==> src/inc/wdt_pkg.sv <==
// Package for the watchdog timer core: register offsets, fields, reset values.
// Assumes an APB slave with 32-bit data, one register per aligned word.
package wdt_pkg;

  // ----------------------------------------------------------------------
  // Register byte offsets.
  // ----------------------------------------------------------------------
  localparam logic [11:0] WDT_OFS_RELOAD  = 12'h000;  // Reload value.
  localparam logic [11:0] WDT_OFS_VALUE   = 12'h004;  // Current count, read only.
  localparam logic [11:0] WDT_OFS_CTRL    = 12'h008;  // Enable, reset enable.
  localparam logic [11:0] WDT_OFS_INTCLR  = 12'h00C;  // Write any value to clear.
  localparam logic [11:0] WDT_OFS_RIS     = 12'h010;  // Raw status.
  localparam logic [11:0] WDT_OFS_MIS     = 12'h014;  // Masked status.
  localparam logic [11:0] WDT_OFS_LOCK    = 12'h018;  // Lock key / lock state.
  localparam logic [11:0] WDT_OFS_DEBUG   = 12'h01C;  // Debug freeze enable.

  // ----------------------------------------------------------------------
  // Field positions and values.
  // ----------------------------------------------------------------------
  localparam int          WDT_CTRL_EN_BIT   = 0;          // Counter and interrupt on.
  localparam int          WDT_CTRL_RST_BIT  = 1;          // Reset output allowed.
  localparam int          WDT_DBG_BIT       = 0;          // Debug freeze set.
  localparam logic [31:0] WDT_UNLOCK_KEY    = 32'h1ACCE551; // Key that unlocks.
  localparam logic [31:0] WDT_RELOAD_RST    = 32'hFFFFFFFF; // Reload after reset.
  localparam logic [31:0] WDT_ZERO          = 32'h00000000; // Terminal count.

  // Configuration write strobes carried to the counter.
  typedef struct packed {
    logic        load;    // Reload register written.
    logic [31:0] value;   // New reload value.
    logic        clear;   // Interrupt clear.
  } wdt_cmd_t;

endpackage : wdt_pkg

==> src/core/wdt_core.sv <==
// Watchdog timer core: APB register slave plus counter instance.
// Assumes APB on mclk; debug_halt is a pin from the debug logic.
`timescale 1ns/1ps
module wdt_core
  import wdt_pkg::*;
(
  input  wire logic        mclk,       // System clock, 10 MHz.
  input  wire logic        reset,      // Synchronous reset, active high.
  input  wire logic        psel,       // APB select.
  input  wire logic        penable,    // APB access phase.
  input  wire logic        pwrite,     // APB direction.
  input  wire logic [11:0] paddr,      // APB byte address.
  input  wire logic [31:0] pwdata,     // APB write data.
  output logic [31:0]      prdata,     // APB read data.
  output logic             pready,     // APB ready.
  output logic             pslverr,    // APB error.
  input  wire logic        debug_halt, // Processor halted, asynchronous pin.
  output logic             wdt_irq,    // Interrupt request, active high.
  output logic             wdt_reset   // System reset request, active high.
);

  // ----------------------------------------------------------------------
  // State.
  // ----------------------------------------------------------------------
  logic        run;              // Counter and interrupt enabled.
  logic        reset_en;         // Reset output allowed.
  logic        debug_freeze_set; // Freeze during debug halt.
  logic        config_write_block; // Lock active.
  logic [31:0] reload_value;     // Reload register.
  logic        halt_s1;          // Synchroniser first stage.
  logic        halt_s2;          // Synchroniser second stage.
  logic [31:0] count;            // Counter value.
  logic        int_raw;          // Raw flag.
  logic        rst_req;          // Reset request from counter.
  logic [31:0] rd_mux;           // Read data before the flop.
  wdt_cmd_t    cmd;              // Strobes to the counter.

  // ----------------------------------------------------------------------
  // Bus decode: single access cycle, no wait states.
  // ----------------------------------------------------------------------
  wire logic acc     = psel && penable;
  wire logic wr      = acc && pwrite;
  wire logic mapped  = (paddr[1:0] == 2'h0) && (paddr <= WDT_OFS_DEBUG);
  // Configuration writes are swallowed while locked.
  wire logic cfg_ok  = wr && !config_write_block;
  wire logic wr_rel  = cfg_ok && (paddr == WDT_OFS_RELOAD);
  wire logic wr_ctl  = cfg_ok && (paddr == WDT_OFS_CTRL);
  wire logic wr_clr  = wr && (paddr == WDT_OFS_INTCLR);
  wire logic wr_lock = wr && (paddr == WDT_OFS_LOCK);
  wire logic wr_dbg  = cfg_ok && (paddr == WDT_OFS_DEBUG);
  wire logic masked_select = int_raw && run;

  // Zero wait states: every register is a flop or a small mux, so the
  // access phase always completes. A slower clock would not change this,
  // which keeps the host driver free of polling on ready.
  assign pready  = 1'b1;
  assign pslverr = acc && !mapped;
  assign cmd.load  = wr_rel;
  assign cmd.value = pwdata;
  assign cmd.clear = wr_clr;

  // Read multiplexer; reserved bits read as zero.
  always_comb begin
    case (paddr)
      WDT_OFS_RELOAD: rd_mux = reload_value;
      WDT_OFS_VALUE:  rd_mux = count;
      WDT_OFS_CTRL:   rd_mux = {30'h0, reset_en, run};
      WDT_OFS_RIS:    rd_mux = {31'h0, int_raw};
      WDT_OFS_MIS:    rd_mux = {31'h0, masked_select};
      WDT_OFS_LOCK:   rd_mux = {31'h0, config_write_block};
      WDT_OFS_DEBUG:  rd_mux = {31'h0, debug_freeze_set};
      default:        rd_mux = 32'h00000000;
    endcase
  end

  // Read data is registered at the setup cycle so it stands during access.
  // The cost is that a read sees the state one cycle before the access edge.
  always_ff @(posedge mclk) begin
    if (reset) begin
      prdata <= 32'h00000000;
    end else if (psel && !penable && !pwrite) begin
      prdata <= rd_mux;
    end
  end

  // ----------------------------------------------------------------------
  // Control registers. Enable is sticky until system reset, as usual for
  // a watchdog: software cannot stop it, only configure it.
  // ----------------------------------------------------------------------
  always_ff @(posedge mclk) begin
    if (reset) begin
      run      <= 1'b0;
      reset_en <= 1'b0;
    end else if (wr_ctl) begin
      run      <= run | pwdata[WDT_CTRL_EN_BIT];
      reset_en <= pwdata[WDT_CTRL_RST_BIT];
    end
  end

  // Reload register. It keeps its value across timeouts so each reload
  // starts the same interval again.
  always_ff @(posedge mclk) begin
    if (reset) begin
      reload_value <= WDT_RELOAD_RST;
    end else if (wr_rel) begin
      reload_value <= pwdata;
    end
  end

  // Debug freeze enable.
  always_ff @(posedge mclk) begin
    if (reset) begin
      debug_freeze_set <= 1'b0;
    end else if (wr_dbg) begin
      debug_freeze_set <= pwdata[WDT_DBG_BIT];
    end
  end

  // Lock: the key unlocks, any other value locks. Stray writes therefore
  // fail safe: they can only close the configuration, never open it.
  always_ff @(posedge mclk) begin
    if (reset) begin
      config_write_block <= 1'b0;
    end else if (wr_lock) begin
      config_write_block <= (pwdata != WDT_UNLOCK_KEY);
    end
  end

  // ----------------------------------------------------------------------
  // Debug halt synchroniser.
  // ----------------------------------------------------------------------
  // The halt pin comes from another clock domain. Only the second stage
  // is read, so the freeze reacts two cycles late; a watchdog interval
  // is far longer than that, so the delay is harmless.
  always_ff @(posedge mclk) begin
    if (reset) begin
      halt_s1 <= 1'b0;
      halt_s2 <= 1'b0;
    end else begin
      halt_s1 <= debug_halt;
      halt_s2 <= halt_s1;
    end
  end

  wire logic freeze = debug_freeze_set && halt_s2;

  // ----------------------------------------------------------------------
  // Counter instance.
  // ----------------------------------------------------------------------
  wdt_counter u_counter (
    .mclk          (mclk),
    .reset         (reset),
    .run           (run),
    .freeze        (freeze),
    .reset_en      (reset_en),
    .cmd           (cmd),
    .reload_value  (reload_value),
    .count         (count),
    .int_raw       (int_raw),
    .sys_reset_req (rst_req)
  );

  // Outputs from flops: interrupt follows the masked flag.
  // The extra flop keeps decode glitches off the system pins.
  always_ff @(posedge mclk) begin
    if (reset) begin
      wdt_irq   <= 1'b0;
      wdt_reset <= 1'b0;
    end else begin
      wdt_irq   <= masked_select;
      wdt_reset <= rst_req;
    end
  end
endmodule // wdt_core

==> src/core/wdt_counter.sv <==
// Down counter with timeout detection for the watchdog timer core.
// Assumes commands arrive on mclk from the register block.
`timescale 1ns/1ps
module wdt_counter
  import wdt_pkg::*;
(
  input  wire logic        mclk,         // System clock.
  input  wire logic        reset,        // Synchronous reset, active high.
  input  wire logic        run,          // Watchdog enabled.
  input  wire logic        freeze,       // Hold the count this cycle.
  input  wire logic        reset_en,     // Second timeout may reset.
  input  wire wdt_cmd_t    cmd,          // Load and clear strobes.
  input  wire logic [31:0] reload_value, // Reload register.
  output logic [31:0]      count,        // Present count.
  output logic             int_raw,      // Sticky timeout flag.
  output logic             sys_reset_req // Reset request, held till reset.
);

  // ----------------------------------------------------------------------
  // Decode.
  // ----------------------------------------------------------------------
  wire logic at_zero  = (count == WDT_ZERO);               // Terminal count.
  wire logic step     = run && !freeze;
  wire logic timeout  = step && at_zero;                   // Count hit zero.
  // Writing zero while running raises the flag at once.
  wire logic zero_ld  = run && cmd.load && (cmd.value == WDT_ZERO);

  // ----------------------------------------------------------------------
  // Counter: load wins over a step, timeout reloads.
  // ----------------------------------------------------------------------
  always_ff @(posedge mclk) begin
    if (reset) begin
      count <= WDT_RELOAD_RST;
    end else if (run && cmd.load) begin
      count <= cmd.value;
    end else if (timeout) begin
      count <= reload_value;
    end else if (step) begin
      count <= count - 32'h00000001;
    end
  end

  // ----------------------------------------------------------------------
  // Sticky flag: a timeout in the clear cycle wins over the clear.
  // ----------------------------------------------------------------------
  always_ff @(posedge mclk) begin
    if (reset) begin
      int_raw <= 1'b0;
    end else if (timeout || zero_ld) begin
      int_raw <= 1'b1;
    end else if (cmd.clear) begin
      int_raw <= 1'b0;
    end
  end

  // ----------------------------------------------------------------------
  // Reset request stays until the system reset takes the block down.
  // ----------------------------------------------------------------------
  always_ff @(posedge mclk) begin
    if (reset) begin
      sys_reset_req <= 1'b0;
    end else if (timeout && int_raw && reset_en) begin
      sys_reset_req <= 1'b1;
    end
  end
endmodule // wdt_counter

==> config.mk <==
export PLATFORM = sky130hd
export DESIGN_NAME = wdt_core
export DESIGN_NICKNAME = d
export VERILOG_FILES = /design/src/inc/wdt_pkg.sv /design/src/core/wdt_core.sv /design/src/core/wdt_counter.sv
export SDC_FILE = /design/constraint.sdc
export NUM_CORES = 1
export LEC_CHECK = 0
export BUFFER_PORTS_ARGS = -buffer_cell sky130_fd_sc_hd__buf_4
export CORE_MARGIN = 5
export CORE_UTILIZATION = 25
export CTS_BUF_LIST = sky130_fd_sc_hd__clkbuf_4
export CTS_CLUSTER_SIZE = 12
export DETAILED_ROUTE_END_ITERATION = 8
export GPL_TIMING_DRIVEN = 0
export HOLD_SLACK_MARGIN = 0.05
export PLACE_DENSITY = 0.4
export SKIP_CTS_REPAIR_TIMING = 1
export SLEW_MARGIN = 20
export SYNTH_ARGS = -nofsm -noshare
export SYNTH_HDL_FRONTEND = slang
export SYNTH_SLANG_ARGS = --single-unit
==> constraint.sdc <==
create_clock -name mclk -period 4.9 [get_ports mclk]
set_input_delay 0.98 -clock mclk [delete_from_list [all_inputs] [get_ports mclk]]
set_output_delay 0.98 -clock mclk [all_outputs]
set_load 0.01 [all_outputs]
==> results by group <==
Floorplanning
  • Overall die height: around 160 microns
  • Initial core utilization: 25.5%
  • Chip Width: roughly 160 microns
  • FP Rows: 53
  • Core ar.: about 0.021 sq mm
  • Die area: ~0.024 sq mm
  • I/O pin count: 86

Power
  • Lkg Pwr: around 0.0023 uW
  • Worst VDD drop: between 0.0001 and 0.00015 V
  • Cell Pwr Density: ~220 mW/mm^2

CTS
  • Clock Sinks: 106
  • Clock tree from TritonCTS: built
  • Clk root buf: clkbuf_4
  • Worst-skew pair later-pin latency: a little over 0.5 ns
  • CTS Buf Count: 9
  • Clock buffer depth: 2
  • Clk slew on worst S/H paths: between 0.1 and 0.15 ns
  • H-tree depth: 3

STA
  • Period Utilization, post-route: 75.0%
  • Final WS setup: 1.22 ns
  • Unrepaired setup endpoints after global routing: no
  • Worst Skew: approximately 0.026 ns
  • Hold Vio Cnt, Final: 0
  • Slew @ Worst Pin: approximately 1.1 ns
  • Final setup TNS: 0 ns
  • Slew HR: between 20% and 30%
  • Final Max Slew Viols: 0
  • Hold_ws: approximately 0.48 ns
  • FMAX: about 0.27 GHz
  • Tmin final: around 3.7 ns
  • Setup Viol. Count Final: 0

Synth
  • Synth top area cells: dfxtp_1 (40%), nand2_1 (5.8%), a22o_1 (5.1%)
  • Asr flop ratio synth: 0%
  • Synth Area in Compound Gates: 22.9%
  • Avg Synthesized Cell Area: roughly 8 sq um
  • Proportion of synthesized area in mux cells: less than 1%
  • Combinational family with the most area after synthesis: simple AND/OR/NAND/NOR gates
  • Cells after Synth: 651
  • Register area share after synthesis: between 30% and 40%
  • Simple-Gate Fraction of Synth Area: about 29%
  • Synth Net Count: between 700 and 800
  • Synthesis warning total: 0
  • Number of flops mapped to enable cells by yosys: 0
  • Cell taking the most area after synthesis: dfxtp_1
  • Post-synth top area share: 39.7%
  • Top-count cell post-synth: dfxtp_1
  • Distinct cells, synth: 56
  • Adder-Cell Fraction of Synth Area: less than 1%
  • Top_reg_cell synth: dfxtp_1
  • Cell area after synthesis: between 0.005 and 0.006 sq mm
  • Xor-xnor portion of the synthesized cell area: 3.60%
  • Synth cell count leaders: dfxtp_1 (106), nand2_1 (83), nor2_1 (66)
  • Seq cells post-synth: ~110

Setup path
  • Crit path largest cell delay: 0.59 ns
  • Crit path cell chain: buf_4, or4_1, nor4_2, nand2_1, and3_1, buf_4
  • CP most frequent cell: buf_4
  • CP top delay family: simple AND/OR/NAND/NOR gates
  • Critical path depth in cells: 6
  • Critical path fanouts, max: 5
  • CP Buf/Inv Count: 2
  • Crit Path Class: input pin to output pin
  • CP Capture Type: output pin
  • Element type at the critical path start: input pin
  • R2R depth: 9
  • CP max-delay cell: or4_1
  • Worst EP required: slightly below 4 ns
  • CP arrival: ~2.7 ns

Routing
  • Vias per cell: ~5.3
  • Via count: ~5,400
  • Drt drc: 0
  • Drt total wl: between 20,000 and 25,000 microns
  • Average wire per standard cell: between 20 and 25 microns
  • Pre-antenna DRT Iters: 5
  • Routed Antenna Nets: 0
  • DR iter-0 viols: around 460

Finish
  • Antenna cells: 0
  • Multi-input gate area: 0.00302 sq mm
  • Syn-to-layout area delta: 20.4%
  • Nets: around 800
  • Layout cells sized above 1: 14.7%
  • Sequential Area: 0.00212 sq mm
  • FILL cells: around 2,300

Run status
  • Status: completed

Hold path
  • Hold Crit Depth: 2
  • HP Class: flip-flop to flip-flop

Global routing
  • Remaining Overflow, GRT: 0
  • Largest net degree at the start of global routing: 17
  • Initial antenna violation count: 0
  • Number of global-route vias before repair: around 5,500
  • Gr usage total: 17.6%
  • First-pass GRT wire length: between 30,000 and 40,000 microns

Placement
  • Post-DP HPWL: about 16,000 microns
  • GPL Wtd Cong: 0.832
  • Place WS: just over 0.9 ns
  • Port Buf Inserts: slightly above 80

Flow run
  • Max Cap Violations: 0
-- cells in the final DEF (no fill, tap or decap), types with 31 or more instances in the layout --
master      n
a22oi_1    33
clkbuf_1   47
nor2_1     66
a22o_1     31
nand3b_1   33
nand2_1    83
o21ai_0    41
dfxtp_1   106
buf_4      84
and3_1     32
-- flip-flops by register name, indices dropped and copies added (netlist names) --
register and cells:
halt_s1 1, u_counter.int_raw 1, config_write_block 1, wdt_reset 1, prdata 32, run 1, u_counter.sys_reset_req 1, reload_value 32
halt_s2 1, reset_en 1, u_counter.count 32, debug_freeze_set 1, wdt_irq 1
-- cells by family after synthesis --
family / count (synthesis)
AO/OA/AOI/OAI: 169
XOR/XNOR: 22
adder cells (fa/ha/maj): 1
buffers and inverters: 54
flip-flops: 106
multiplexers: 5
other: 1
AND/OR/NAND/NOR: 293
-- path summary, 6_finish.rpt --
path	from	to	slack, ns
worst max-delay path	paddr[9]	pslverr	1.22
worst min-delay path	prdata[0]$_SDFFE_PP0P_	prdata[0]$_SDFFE_PP0P_	0.48
worst max register to register	u_counter.count[0]$_SDFFE_PP1P_	u_counter.count[17]$_SDFFE_PP1P_	1.88
worst min register to register	prdata[0]$_SDFFE_PP0P_	prdata[0]$_SDFFE_PP0P_	0.48
-- area by class of cell --
cell class                      instances  area share [%]
Buffer                                 50            2.99
Multi-Input combinational cell        491            46.9
Clock inverter                          6           0.912
Timing Repair Buffer                   83            9.67
Tap cell                              275            5.34
Inverter                                4           0.233
Sequential cell                       106            32.9
Clock buffer                            9            1.05
-- worst register-to-register path: stages (launching register included) --
cell and delay [ns]:
dfxtp_1 0.39, inv_1 0.09, ha_1 0.19, or3b_1 0.35
clkbuf_1 0.22, nor3_1 0.39, nand3_2 0.18, nor2_1 0.45
nor2_1 0.27, a221o_1 0.40
-- metal layers --
metal / track usage [%] / wire length (microns)
met1: 24.2 / 10300
met2: 28.5 / 9740
met3: 3.18 / 1280
met4: 4.67 / 327
met5: 0 / 0
-- stage by stage --
| step | instances | area (sq um) | util (%) | power [uW] |
|---|---|---|---|---|
| floorplan | 651 | 5350 | - | 908 |
| global placement | 1009 | 6320 | 30.1 | 975 |
| detailed placement | 1009 | 6320 | 30.1 | 975 |
| CTS | 1024 | 6440 | 30.7 | 1440 |
| global route | 1024 | 6440 | 30.7 | 1470 |
| finish | 1024 | 6440 | 30.7 | 1420 |
-- power by group --
| part | switching (uW) | internal, uW | total (uW) | leakage [uW] |
|---|---|---|---|---|
| Clock | 315 | 149 | 464 | 0.0000652 |
| Sequential | 0.405 | 863 | 864 | 0.000857 |
| Combinational | 54.6 | 37.3 | 91.9 | 0.00143 |
Note: power is estimated with default switching activity, not from simulation.
